### src/pkg/oscc_consts.svh
`ifndef OSCC_CONSTS_SVH
`define OSCC_CONSTS_SVH

// register offsets
`define OSCC_OFS_DIV_HI     8'h0d
`define OSCC_OFS_WORD_TOP   8'h0e
`define OSCC_OFS_WORD_B4    8'h0f
`define OSCC_OFS_WORD_B3    8'h10
`define OSCC_OFS_WORD_B2    8'h11
`define OSCC_OFS_WORD_B1    8'h12
`define OSCC_OFS_CTRL       8'h87
`define OSCC_OFS_FREEZE     8'h89

// control register fields
`define OSCC_BIT_SOFT_RST   7
`define OSCC_BIT_NEW_FREQ   6
`define OSCC_BIT_HOLD_WORD  5
`define OSCC_BIT_HOLD_ADC   4
`define OSCC_BIT_RECALL     0
// freeze register field
`define OSCC_BIT_HOLD_LOOP  4

// reset values
`define OSCC_RST_BYTE       8'h00
`define OSCC_RST_WORD       38'h00_0000_0000
`define OSCC_RST_DIV        7'h00

// field widths and image size
`define OSCC_DIV_W          7
`define OSCC_WORD_W         38
`define OSCC_IMG_BYTES      6
`define OSCC_IMG_IDX_W      3
`define OSCC_CNT_W          4

// timing
`define OSCC_CLK_PERIOD_NS  100
`define OSCC_SOFT_RST_NS    1000
`define OSCC_SOFT_RST_CYC   ((`OSCC_SOFT_RST_NS + `OSCC_CLK_PERIOD_NS - 1) / `OSCC_CLK_PERIOD_NS)

`endif

### src/pkg/oscc_pkg.sv
`default_nettype none

package oscc_pkg;

    typedef enum logic [2:0] {
        OSCC_IDLE = 3'b001,
        OSCC_SRST = 3'b010,
        OSCC_RCL  = 3'b100
    } oscc_state_t;

    typedef logic [7:0] oscc_byte_t;

endpackage : oscc_pkg

`default_nettype wire

### src/hdl/oscc_regs.sv
`timescale 1ns/100ps
`default_nettype none
`include "oscc_consts.svh"

// Notes on behaviour
// - divider low two bits in top register
// - odd divider ratios above one rounded up to even
// - divider code is ratio minus one
// - 38-bit word: top six bits, four bytes
// - soft reset resets logic, output clock off
// - soft reset bit self-clears when reset done
// - new-frequency bit self-clears once applied
// - word freeze keeps operating word unchanged
// - adc freeze holds tuning adc word
// - recall copies nvm, self-clears, zero ignored
// - recall leaves serial interface running
// - loop freeze bit four, rest reserved
// - control bits reset to zero
// - divider high five bits in preceding register
module oscc_regs
    import oscc_pkg::*;
(
    input  wire logic        I_SYS_CLK,
    input  wire logic        I_NRST,
    input  wire logic [7:0]  I_REG_ADDR,
    input  wire logic        I_REG_WR,
    input  wire logic [7:0]  I_REG_WDATA,
    input  wire logic        I_REG_RD,
    output logic      [7:0]  O_REG_RDATA,
    output logic             O_REG_RVALID,
    input  wire logic        I_NEW_FREQ_DONE,
    input  wire logic [7:0]  I_NVM_DATA,
    output logic      [2:0]  O_NVM_ADDR,
    output logic             O_SERIAL_ABORT,
    output logic             O_LOGIC_RST,
    output logic             O_OUTPUT_CLOCK_OE,
    output logic      [6:0]  O_OUTPUT_DIVIDER_ALT,
    output logic      [7:0]  O_OUT_DIV_RATIO,
    output logic      [37:0] O_REF_FREQ_WORD_ALT,
    output logic             O_NEW_FREQUENCY_APPLY,
    output logic             O_HOLD_TUNING_ADC_WORD,
    output logic             O_HOLD_OSCILLATOR_LOOP
);

    localparam int IMG_N     = `OSCC_IMG_BYTES;
    localparam int IDX_W     = `OSCC_IMG_IDX_W;
    localparam int CNT_W     = `OSCC_CNT_W;
    localparam int SRST_LAST = `OSCC_SOFT_RST_CYC - 1;
    localparam logic [CNT_W-1:0] SRST_CNT = CNT_W'(`OSCC_SOFT_RST_CYC);

    function automatic logic img_hit(input logic [7:0] a);
        return (a >= `OSCC_OFS_DIV_HI) && (a <= `OSCC_OFS_WORD_B1);
    endfunction : img_hit

    function automatic logic [IDX_W-1:0] img_index(input logic [7:0] a);
        logic [7:0] d;
        d = a - `OSCC_OFS_DIV_HI;
        return d[IDX_W-1:0];
    endfunction : img_index

    oscc_state_t        state_r;
    oscc_state_t        state_nxt;
    logic [CNT_W-1:0]   cnt_r;
    logic [CNT_W-1:0]   cnt_nxt;
    logic               abort_r;
    logic               abort_nxt;

    oscc_byte_t         img_r [IMG_N];
    oscc_byte_t         img_nxt [IMG_N];
    logic               newf_r;
    logic               newf_nxt;
    logic               hold_word_r;
    logic               hold_word_nxt;
    logic               hold_adc_r;
    logic               hold_adc_nxt;
    logic               hold_loop_r;
    logic               hold_loop_nxt;
    logic               recall_r;
    logic               recall_nxt;
    logic [37:0]        word_r;
    logic [37:0]        word_nxt;
    logic [6:0]         div_r;
    logic [6:0]         div_nxt;

    logic [7:0]         rdata_r;
    logic [7:0]         rdata_nxt;
    logic               rvalid_r;
    logic               rvalid_nxt;

    logic               in_srst;
    logic               wr_ok;
    logic               wr_ctrl;
    logic               wr_frz;
    logic               wr_img;
    logic               srst_req;
    logic               rcl_start;
    logic               rcl_load;
    logic [IDX_W-1:0]   rcl_idx;
    logic [7:0]         rcl_data;
    logic               rcl_done;

    // register writes are dropped while the soft reset runs
    assign in_srst  = (state_r == OSCC_SRST);
    assign wr_ok    = I_REG_WR && !in_srst;
    assign wr_ctrl  = wr_ok && (I_REG_ADDR == `OSCC_OFS_CTRL);
    assign wr_frz   = wr_ok && (I_REG_ADDR == `OSCC_OFS_FREEZE);
    assign wr_img   = wr_ok && img_hit(I_REG_ADDR);
    assign srst_req = wr_ctrl && I_REG_WDATA[`OSCC_BIT_SOFT_RST] && (state_r == OSCC_IDLE);

    // a recall starts on a host write of one, or after a soft reset
    assign rcl_start = ((state_r == OSCC_IDLE) && wr_ctrl && !srst_req
                        && I_REG_WDATA[`OSCC_BIT_RECALL])
                       || (in_srst && (cnt_r == CNT_W'(1)));

    oscc_recall #(
        .N_BYTES (IMG_N),
        .IDX_W   (IDX_W)
    ) u_recall (
        .i_clk       (I_SYS_CLK),
        .i_nrst      (I_NRST),
        .i_start     (rcl_start),
        .i_nvm_data  (I_NVM_DATA),
        .o_nvm_addr  (O_NVM_ADDR),
        .o_load      (rcl_load),
        .o_load_idx  (rcl_idx),
        .o_load_data (rcl_data),
        .o_done      (rcl_done)
    );

    oscc_div_decode #(
        .DIV_W (`OSCC_DIV_W)
    ) u_div (
        .i_clk   (I_SYS_CLK),
        .i_nrst  (I_NRST),
        .i_code  (div_r),
        .o_ratio (O_OUT_DIV_RATIO)
    );

    // sequencer: idle, soft reset countdown, recall copy
    always_comb begin
        state_nxt = state_r;
        cnt_nxt   = cnt_r;
        abort_nxt = 1'b0;
        case (state_r)
            OSCC_IDLE: begin
                if (srst_req) begin
                    state_nxt = OSCC_SRST;
                    cnt_nxt   = SRST_CNT;
                    abort_nxt = 1'b1;
                end else if (rcl_start) begin
                    state_nxt = OSCC_RCL;
                end
            end
            OSCC_SRST: begin
                if (cnt_r == CNT_W'(1)) begin
                    state_nxt = OSCC_RCL;
                end else begin
                    cnt_nxt = cnt_r - CNT_W'(1);
                end
            end
            OSCC_RCL: begin
                if (rcl_done) begin
                    state_nxt = OSCC_IDLE;
                end
            end
            default: begin
                state_nxt = OSCC_IDLE;
            end
        endcase
    end

    always_ff @(posedge I_SYS_CLK) begin
        if (!I_NRST) begin
            state_r <= OSCC_IDLE;
            cnt_r   <= '0;
            abort_r <= 1'b0;
        end else begin
            state_r <= state_nxt;
            cnt_r   <= cnt_nxt;
            abort_r <= abort_nxt;
        end
    end

    // register image, control bits and operating words
    always_comb begin
        for (int i = 0; i < IMG_N; i++) begin
            img_nxt[i] = img_r[i];
        end
        newf_nxt      = newf_r;
        hold_word_nxt = hold_word_r;
        hold_adc_nxt  = hold_adc_r;
        hold_loop_nxt = hold_loop_r;
        recall_nxt    = recall_r;
        word_nxt      = hold_word_r ? word_r
                        : {img_r[1][5:0], img_r[2], img_r[3], img_r[4], img_r[5]};
        div_nxt       = {img_r[0][4:0], img_r[1][7:6]};
        if (in_srst) begin
            for (int i = 0; i < IMG_N; i++) begin
                img_nxt[i] = `OSCC_RST_BYTE;
            end
            newf_nxt      = 1'b0;
            hold_word_nxt = 1'b0;
            hold_adc_nxt  = 1'b0;
            hold_loop_nxt = 1'b0;
            recall_nxt    = rcl_start;
            word_nxt      = `OSCC_RST_WORD;
            div_nxt       = `OSCC_RST_DIV;
        end else begin
            if (wr_img) begin
                img_nxt[img_index(I_REG_ADDR)] = I_REG_WDATA;
            end
            if (rcl_load) begin
                img_nxt[rcl_idx] = rcl_data;
            end
            if (wr_ctrl) begin
                hold_word_nxt = I_REG_WDATA[`OSCC_BIT_HOLD_WORD];
                hold_adc_nxt  = I_REG_WDATA[`OSCC_BIT_HOLD_ADC];
            end
            if (wr_frz) begin
                hold_loop_nxt = I_REG_WDATA[`OSCC_BIT_HOLD_LOOP];
            end
            if (I_NEW_FREQ_DONE) begin
                newf_nxt = 1'b0;
            end
            if (wr_ctrl && I_REG_WDATA[`OSCC_BIT_NEW_FREQ]) begin
                newf_nxt = 1'b1;
            end
            if (rcl_done) begin
                recall_nxt = 1'b0;
            end
            if (rcl_start) begin
                recall_nxt = 1'b1;
            end
        end
    end

    always_ff @(posedge I_SYS_CLK) begin
        if (!I_NRST) begin
            for (int i = 0; i < IMG_N; i++) begin
                img_r[i] <= `OSCC_RST_BYTE;
            end
            newf_r      <= 1'b0;
            hold_word_r <= 1'b0;
            hold_adc_r  <= 1'b0;
            hold_loop_r <= 1'b0;
            recall_r    <= 1'b0;
            word_r      <= `OSCC_RST_WORD;
            div_r       <= `OSCC_RST_DIV;
        end else begin
            for (int i = 0; i < IMG_N; i++) begin
                img_r[i] <= img_nxt[i];
            end
            newf_r      <= newf_nxt;
            hold_word_r <= hold_word_nxt;
            hold_adc_r  <= hold_adc_nxt;
            hold_loop_r <= hold_loop_nxt;
            recall_r    <= recall_nxt;
            word_r      <= word_nxt;
            div_r       <= div_nxt;
        end
    end

    // read port: data one cycle after the strobe; unmapped reads zero
    always_comb begin
        rdata_nxt  = rdata_r;
        rvalid_nxt = I_REG_RD;
        if (I_REG_RD) begin
            if (img_hit(I_REG_ADDR)) begin
                rdata_nxt = img_r[img_index(I_REG_ADDR)];
            end else if (I_REG_ADDR == `OSCC_OFS_CTRL) begin
                rdata_nxt = {in_srst, newf_r, hold_word_r, hold_adc_r, 3'b000, recall_r};
            end else if (I_REG_ADDR == `OSCC_OFS_FREEZE) begin
                rdata_nxt = {3'b000, hold_loop_r, 4'h0};
            end else begin
                rdata_nxt = 8'h00;
            end
        end
    end

    always_ff @(posedge I_SYS_CLK) begin
        if (!I_NRST) begin
            rdata_r  <= 8'h00;
            rvalid_r <= 1'b0;
        end else begin
            rdata_r  <= rdata_nxt;
            rvalid_r <= rvalid_nxt;
        end
    end

    assign O_REG_RDATA            = rdata_r;
    assign O_REG_RVALID           = rvalid_r;
    assign O_SERIAL_ABORT         = abort_r;
    assign O_LOGIC_RST            = in_srst;
    assign O_OUTPUT_CLOCK_OE      = !in_srst;
    assign O_OUTPUT_DIVIDER_ALT   = div_r;
    assign O_REF_FREQ_WORD_ALT    = word_r;
    assign O_NEW_FREQUENCY_APPLY  = newf_r;
    assign O_HOLD_TUNING_ADC_WORD = hold_adc_r;
    assign O_HOLD_OSCILLATOR_LOOP = hold_loop_r;

    logic [37:0]        img_word;
    logic [6:0]         img_div;
    assign img_word = {img_r[1][5:0], img_r[2], img_r[3], img_r[4], img_r[5]};
    assign img_div  = {img_r[0][4:0], img_r[1][7:6]};
endmodule : oscc_regs

`default_nettype wire

### src/hdl/oscc_div_decode.sv
`timescale 1ns/100ps
`default_nettype none
`include "oscc_consts.svh"

module oscc_div_decode
    import oscc_pkg::*;
#(
    parameter int DIV_W = `OSCC_DIV_W
) (
    input  wire logic             i_clk,
    input  wire logic             i_nrst,
    input  wire logic [DIV_W-1:0] i_code,
    output logic      [DIV_W:0]   o_ratio
);

    logic [DIV_W:0] ratio_r;
    logic [DIV_W:0] ratio_nxt;

    // code is ratio minus one; odd ratios above one round up to even
    always_comb begin
        ratio_nxt = {1'b0, i_code} + (DIV_W+1)'(1);
        if ((i_code != '0) && ratio_nxt[0]) begin
            ratio_nxt = ratio_nxt + (DIV_W+1)'(1);
        end
    end

    always_ff @(posedge i_clk) begin
        if (!i_nrst) begin
            ratio_r <= (DIV_W+1)'(1);
        end else begin
            ratio_r <= ratio_nxt;
        end
    end

    assign o_ratio = ratio_r;
endmodule : oscc_div_decode

`default_nettype wire

### src/hdl/oscc_recall.sv
`timescale 1ns/100ps
`default_nettype none
`include "oscc_consts.svh"

module oscc_recall
    import oscc_pkg::*;
#(
    parameter int N_BYTES = `OSCC_IMG_BYTES,
    parameter int IDX_W   = `OSCC_IMG_IDX_W
) (
    input  wire logic             i_clk,
    input  wire logic             i_nrst,
    input  wire logic             i_start,
    input  wire logic [7:0]       i_nvm_data,
    output logic      [IDX_W-1:0] o_nvm_addr,
    output logic                  o_load,
    output logic      [IDX_W-1:0] o_load_idx,
    output logic      [7:0]       o_load_data,
    output logic                  o_done
);

    localparam logic [IDX_W-1:0] LAST = IDX_W'(N_BYTES - 1);

    logic             busy_r;
    logic             busy_nxt;
    logic [IDX_W-1:0] addr_r;
    logic [IDX_W-1:0] addr_nxt;
    logic             load_r;
    logic             load_nxt;
    logic [IDX_W-1:0] idx_r;
    logic [IDX_W-1:0] idx_nxt;
    logic [7:0]       data_r;
    logic [7:0]       data_nxt;
    logic             done_r;
    logic             done_nxt;

    // walks the nvm image one byte per cycle; nvm read is combinational
    always_comb begin
        busy_nxt = busy_r;
        addr_nxt = addr_r;
        load_nxt = 1'b0;
        idx_nxt  = idx_r;
        data_nxt = data_r;
        done_nxt = 1'b0;
        if (busy_r) begin
            load_nxt = 1'b1;
            idx_nxt  = addr_r;
            data_nxt = i_nvm_data;
            if (addr_r == LAST) begin
                busy_nxt = 1'b0;
                done_nxt = 1'b1;
            end else begin
                addr_nxt = addr_r + IDX_W'(1);
            end
        end else if (i_start) begin
            busy_nxt = 1'b1;
            addr_nxt = '0;
        end
    end

    always_ff @(posedge i_clk) begin
        if (!i_nrst) begin
            busy_r <= 1'b0;
            addr_r <= '0;
            load_r <= 1'b0;
            idx_r  <= '0;
            data_r <= 8'h00;
            done_r <= 1'b0;
        end else begin
            busy_r <= busy_nxt;
            addr_r <= addr_nxt;
            load_r <= load_nxt;
            idx_r  <= idx_nxt;
            data_r <= data_nxt;
            done_r <= done_nxt;
        end
    end

    assign o_nvm_addr  = addr_r;
    assign o_load      = load_r;
    assign o_load_idx  = idx_r;
    assign o_load_data = data_r;
    assign o_done      = done_r;
endmodule : oscc_recall

`default_nettype wire

### config.mk
export PLATFORM = sky130hd
export DESIGN_NAME = oscc_regs
export DESIGN_NICKNAME = d
export VERILOG_FILES = /design/src/pkg/oscc_pkg.sv /design/src/hdl/oscc_regs.sv /design/src/hdl/oscc_div_decode.sv /design/src/hdl/oscc_recall.sv
export VERILOG_INCLUDE_DIRS = /design/src /design/src/pkg
export SDC_FILE = /design/constraint.sdc
export NUM_CORES = 1
export LEC_CHECK = 0
export BUFFER_PORTS_ARGS = -buffer_cell sky130_fd_sc_hd__buf_2
export CAP_MARGIN = 0
export CORE_ASPECT_RATIO = 0.5
export CORE_MARGIN = 1.5
export CORE_UTILIZATION = 55
export CTS_BUF_LIST = sky130_fd_sc_hd__clkbuf_8
export CTS_CLUSTER_DIAMETER = 200
export DETAILED_ROUTE_END_ITERATION = 8
export GPL_TIMING_DRIVEN = 0
export PLACE_DENSITY = 0.88
export SYNTH_ARGS = -nofsm -noshare
export SYNTH_HDL_FRONTEND = slang
export SYNTH_SLANG_ARGS = --single-unit
### constraint.sdc
create_clock -name I_SYS_CLK -period 2.97 [get_ports I_SYS_CLK]
set_input_delay 0.1485 -clock I_SYS_CLK [delete_from_list [all_inputs] [get_ports I_SYS_CLK]]
set_output_delay 0.1485 -clock I_SYS_CLK [all_outputs]
set_load 0.05 [all_outputs]
After elaboration in Yosys (flattened, before gate mapping) --
Memories as Yosys holds them, arrays and structs flattened. Cells that the tools add are included.
Storage, ports and cells: register bits 92, bits in writable memories 48, input port bits 29, output and inout port bits 71, logic and storage cells 126, memories 1
Memory list:
- img_r | words 6, bits a word 8, rd ports 7, clocked after memory_dff 0, write ports 6, line oscc_regs.sv:68 | oscc_byte_t img_r [IMG_N];
Operators by class: add/sub/neg operators 5, order comparisons 6, equality and inequality tests 13, multiplexer cells 44, bitwise logic cells 9, reduce and logical (&&, ||, !) cells 29
Operator list (count):
- 48-bit 2-to-1 mux | 4
- 48-bit bitwise mux | 2
- 8-bit 2-to-1 mux | 11
- 8-bit demux with 3-bit select | 2
- 3-bit 2-to-1 mux | 7
- 8-bit equality test (second input constant) | 2
- 1-bit logical AND | 15
- 1-bit 2-to-1 mux | 13
- 3-bit case mux with 3 select lines | 1
- 7-bit by 1-bit adder with 8-bit output (second input constant) | 1
- 8-bit by 1-bit adder with 8-bit output (second input constant) | 1
- 4-bit greater-or-equal comparator (second input constant) | 2
- 8-bit by 4-bit greater-or-equal comparator with 1-bit output (second input constant) | 1
- 8-bit by 5-bit less-or-equal comparator with 1-bit output (second input constant) | 1
- 4-bit by 1-bit less-than comparator with 1-bit output (second input constant) | 2
- 4-bit 2-to-1 mux | 2
- 3-bit inverter with 4-bit output | 2
- 4-bit case mux with 2 select lines | 1
- 7-bit nonzero test | 1
- 3-bit equality test (second input constant) | 2
- 2-bit inequality test (second input constant) | 3
- 1-bit bitwise OR | 6
- 2-bit AND reduction | 3
- 3-bit AND reduction | 2
- other kinds (15) | 19

Logic depth before layout (Yosys ltp) --
word-level depth 13, gate-level depth with buffers 9, mapped depth without buffers 7

Cells and area by module --
From an unflattened synthesis, not the netlist that was laid out.
Second synthesis, totals: cell total of the unflattened synthesis 678, area, all modules 6324.8 um^2
By module, submodules not included:
- oscc_regs | times used 1, cells each 568, area each 5223.8 um^2, sequential area each 2302.2 um^2
- oscc_recall | times used 1, cells each 65, area each 663.1 um^2, sequential area each 340.3 um^2
- oscc_div_decode | times used 1, cells each 45, area each 437.9 um^2, sequential area each 160.2 um^2

Worst setup path before layout --
No wires, ideal clock.
kind register to register, start register div_r[0], in the netlist O_OUTPUT_DIVIDER_ALT[0], read port of img_r, end register u_div.ratio_r[3], in the netlist u_div.o_ratio[3], library setup time 128 ps, data arrival time 1960 ps, required time 2842 ps, path slack 883 ps, stages on the path, launching flop included 8, path buffers 0, period minus slack after synthesis 2087 ps, path through dfxtp_1 inv_1 ha_1 or4b_1 or3_1 a21oi_1 xor2_1 nor2_1
On the way: longest elaborated chain between the ends 3, elaborated cells on any way between the ends 5, classes of those cells add/sub: 2; mux: 1; reduce/logical: 2
Ends and longest elaborated chain:
- start: declaration | line oscc_regs.sv:82 | logic [6:0] div_r;
- 7-bit by 1-bit adder with 8-bit output or 7-bit nonzero test (tied branches) | line oscc_div_decode.sv:21, oscc_div_decode.sv:22
- 8-bit by 1-bit adder with 8-bit output or 1-bit logical AND (tied branches) | line oscc_div_decode.sv:23, oscc_div_decode.sv:22
- 8-bit 2-to-1 mux * | line oscc_div_decode.sv:22 | if ((i_code != '0) && ratio_nxt[0]) begin
- end signal: assignment | line oscc_div_decode.sv:29 | ratio_r <= (DIV_W+1)'(1);
- end signal: assignment | line oscc_div_decode.sv:31 | ratio_r <= ratio_nxt;
- end: declaration | line oscc_div_decode.sv:16 | logic [DIV_W:0] ratio_r;
Every way passes the cells marked *; elsewhere a longest branch is shown, timed or not. A chain may end at the register's enable or synchronous reset.

==> results by group <==
Synthesis
  – Leading area contributor after synthesis: dfxtp_1
  – Seq cells post-synth: 140
  – Fraction of registers with async set/reset: 0
  – Synthesized Nets: 789
  – Synth Instances: 749
  – Synth top area share: 0.420
  – Ys Warns: 0
  – Synth area leaders: dfxtp_1 (42%), nor2_1 (10%), mux2i_1 (10%)
  – Predominant post-synthesis flop cell: dfxtp_1
  – Syn_area_per_cell: 8.91 um2
  – Synth cell types: 58
  – Sequential area share after synthesis: 0.420
  – Mapped Area: 0.00668 mm2
  – EDFF count, synth: 0

Global routing
  – Global route total overflow: 0
  – Initial antenna violation count: 0
  – Vias in the first global route: 5815
  – First-pass GRT wire length: 29.7 mm
  – GRT Total Usage: 0.301
  – Pin count of the biggest net entering global routing: 17

Setup path
  – Crit end category: flip-flop
  – Req. time, crit path: 3.36 ns
  – Crit-path max FO: 10
  – FF-to-FF Start: state_r[0]
  – Crit Path Class: reg -> reg
  – Critical path origin: state_r[0]
  – Crit path DAT: 2.69 ns
  – Crit path launch type: flip-flop

Floorplanning
  – I/O pin cnt: 100
  – CORE AREA: 0.0118 mm2
  – DIE AREA: 0.0128 mm2
  – Initial core utilization: 0.565
  – Die height: 80.9 um
  – Die W: 159 um
  – Row cnt: 28

Clock tree
  – Total CTS buffers: 17
  – CTS root buf: clkbuf_8
  – Sink Count: 140
  – Clk slew on worst S/H paths: 0.08 ns
  – Clock latency on the worst-skew pair: 0.46 ns
  – CTS Buffer Depth: 2
  – H-tree depth: 4
  – CTS tree: yes

Placed design
  – RePlAce Congestion: 0.936
  – Placed Area: 0.00736 mm2
  – Post-DP HPWL: 13.8 mm
  – Pre-CTS WS: 0.602 ns
  – Port bufs: 96

Finish
  – Final nets: 912
  – # fillers: 932
  – Fin area: 0.00781 mm2
  – Syn-to-layout area delta: 17.0%
  – Share of layout cells above drive strength 1: 0.217
  – Register Area: 0.00280 mm2
  – Finished Core Util: 0.662
  – Footprint of the multi-input gates: 0.00362 mm2

STA
  – Peak Freq: 435 MHz
  – # setup viols final: 0
  – Final Hold Vio Count: 0
  – RSZ-0062 raised after global routing: false
  – Pins Over Slew Limit: 0
  – Final worst slack: 0.672 ns
  – Slew @ Worst Pin: 0.823 ns
  – Setup TNS: 0 ns
  – Final Cycle Share: 0.774
  – Hold WS: 0.00737 ns
  – Slew margin rel.: 0.447
  – Fin crit period: 2.30 ns
  – Final Skew: 0.0147 ns

Min path
  – Hold Path Class: in -> reg
  – HP Start: I_NEW_FREQ_DONE

Route
  – Antenna Nets Post-Route: 0
  – DR WL/cell: 18.3 um
  – Final wirelength: 19.2 mm
  – Pre-Repair DR Iteration Count: 6
  – Total number of vias: 6297
  – Via density: 5.99
  – Drt drc: 0
  – Initial detailed-routing violation count: 734

Run status
  – Status: complete, no violations

Flow run
  – Max-Cap Viols: 0

Power
  – Leakage: 3.01 nW
  – Worst vdd ir: 232 uV
  – Pwr Density: 455 mW/mm2
==> metrics by stage <==
| step | power, mW | std cells |
|---|---|---|
| 6_report | 3.56 | 1051 |
| 5_1_grt | 3.67 | 1050 |
| 4_1_cts | 3.55 | 1050 |
| 3_5_place_dp | 2.11 | 1010 |
| 3_3_place_gp | 2.11 | 1010 |
| 2_1_floorplan | 2.05 | 749 |
==> per-layer routing <==
| layer | GRT usage | routed length [um] |
|---|---|---|
| met5 | 0 | 0 |
| met1 | 0.386 | 7980 |
| met4 | 0.137 | 720 |
| met2 | 0.477 | 8240 |
| met3 | 0.0889 | 2250 |
==> worst paths after layout <==
path | to | slack (ns) | cells after the start
min reg2reg | O_REG_RDATA[2] | 0.48 | 2
min | O_NEW_FREQUENCY_APPLY | 0.007 | 4
max reg2reg | img_r[4][5] | 0.67 | 8
max | img_r[4][5] | 0.67 | 8
==> critical path, cell delays in order (launching register included) <==
cell	delay [ns]
dfxtp_1	0.45
or3b_1	0.15
buf_2	0.21
inv_2	0.12
nor2_1	0.31
clkbuf_1	0.34
clkbuf_1	0.33
o21ai_0	0.18
nor2_1	0.13
==> cells in the final DEF (no fill, tap or decap), types with 6 or more instances in the layout <==
cell type	n
a21oi_1	39
a31oi_1	9
and3_1	12
buf_1	11
buf_2	102
clkbuf_1	28
clkbuf_8	18
dfxtp_1	140
dlygate4sd3_1	8
ha_1	11
inv_1	16
mux2_2	24
mux2_4	8
mux2i_1	67
mux4_2	8
nand2_1	20
nand3_1	14
nand3b_1	6
nor2_1	179
o21ai_0	71
xnor2_1	6
==> cell type report <==
| type | instances | share of cell area |
|---|---|---|
| multi-input cells | 546 | 0.463 |
| flip-flops and latches | 140 | 0.359 |
| repair buffers | 104 | 0.0717 |
| clock buffers | 18 | 0.0317 |
| well taps | 165 | 0.0264 |
| plain buffers | 46 | 0.0240 |
| clock inverters | 14 | 0.0154 |
| inverters | 17 | 0.00817 |
| diodes | 1 | 0.000320 |
==> sequential cells by signal, indices dropped and copies added, names as in the netlist <==
register and count:
u_recall.o_load 1, u_recall.o_nvm_addr 3, cnt_r 4, u_recall.busy_r 1
u_recall.o_load_data 8, state_r 3, O_REG_RVALID 1, O_REG_RDATA 8
hold_word_r 1, u_div.o_ratio 8, O_OUTPUT_DIVIDER_ALT 7, O_HOLD_OSCILLATOR_LOOP 1
O_REF_FREQ_WORD_ALT 38, O_NEW_FREQUENCY_APPLY 1, O_HOLD_TUNING_ADC_WORD 1, O_SERIAL_ABORT 1
u_recall.o_load_idx 3, img_r 48, recall_r 1, u_recall.o_done 1
==> cell usage after synthesis (2+ instances only) <==
cell,instances
a211oi_1,3
a211oi_4,5
a21oi_1,39
a22oi_1,4
a2bb2oi_1,2
a31oi_1,9
and2_1,5
and3_1,12
and3b_1,2
buf_1,11
buf_2,6
clkbuf_1,28
dfxtp_1,140
ha_1,11
inv_1,14
inv_2,2
mux2_2,24
mux2_4,8
mux2i_1,67
mux4_2,8
nand2_1,20
nand2b_1,3
nand3_1,14
nand3b_1,6
nor2_1,179
nor2b_1,4
nor3_1,3
nor3b_1,2
nor4_1,4
o21ai_0,71
o21bai_1,2
o31ai_1,3
or2_2,2
or3b_1,2
or3b_2,3
or4b_1,2
xnor2_1,6
xor2_1,3
==> cell families after synthesis <==
logic type	count (synthesis)	share of synthesized area
AND/OR/NAND/NOR	272	0.189
AO/OA/AOI/OAI	147	0.135
flip-flops	140	0.420
multiplexers	107	0.186
buffers and inverters	63	0.0377
adder cells (fa/ha/maj)	11	0.0206
XOR/XNOR	9	0.0118
==> power breakdown <==
part / switching (mW) / internal [mW]
combinational: 0.139 / 0.0650
sequential: 0.00293 / 1.88
clock: 0.785 / 0.685
==> repair_timing <==
| item | CTS | global route |
|---|---|---|
| setup buffers | 0 | 0 |
| endpoints found under the hold margin | 8 | 0 |
| hold buffers | 8 | 0 |
| gates resized for setup | 0 | 0 |
Power figures use the tool's default switching activity.
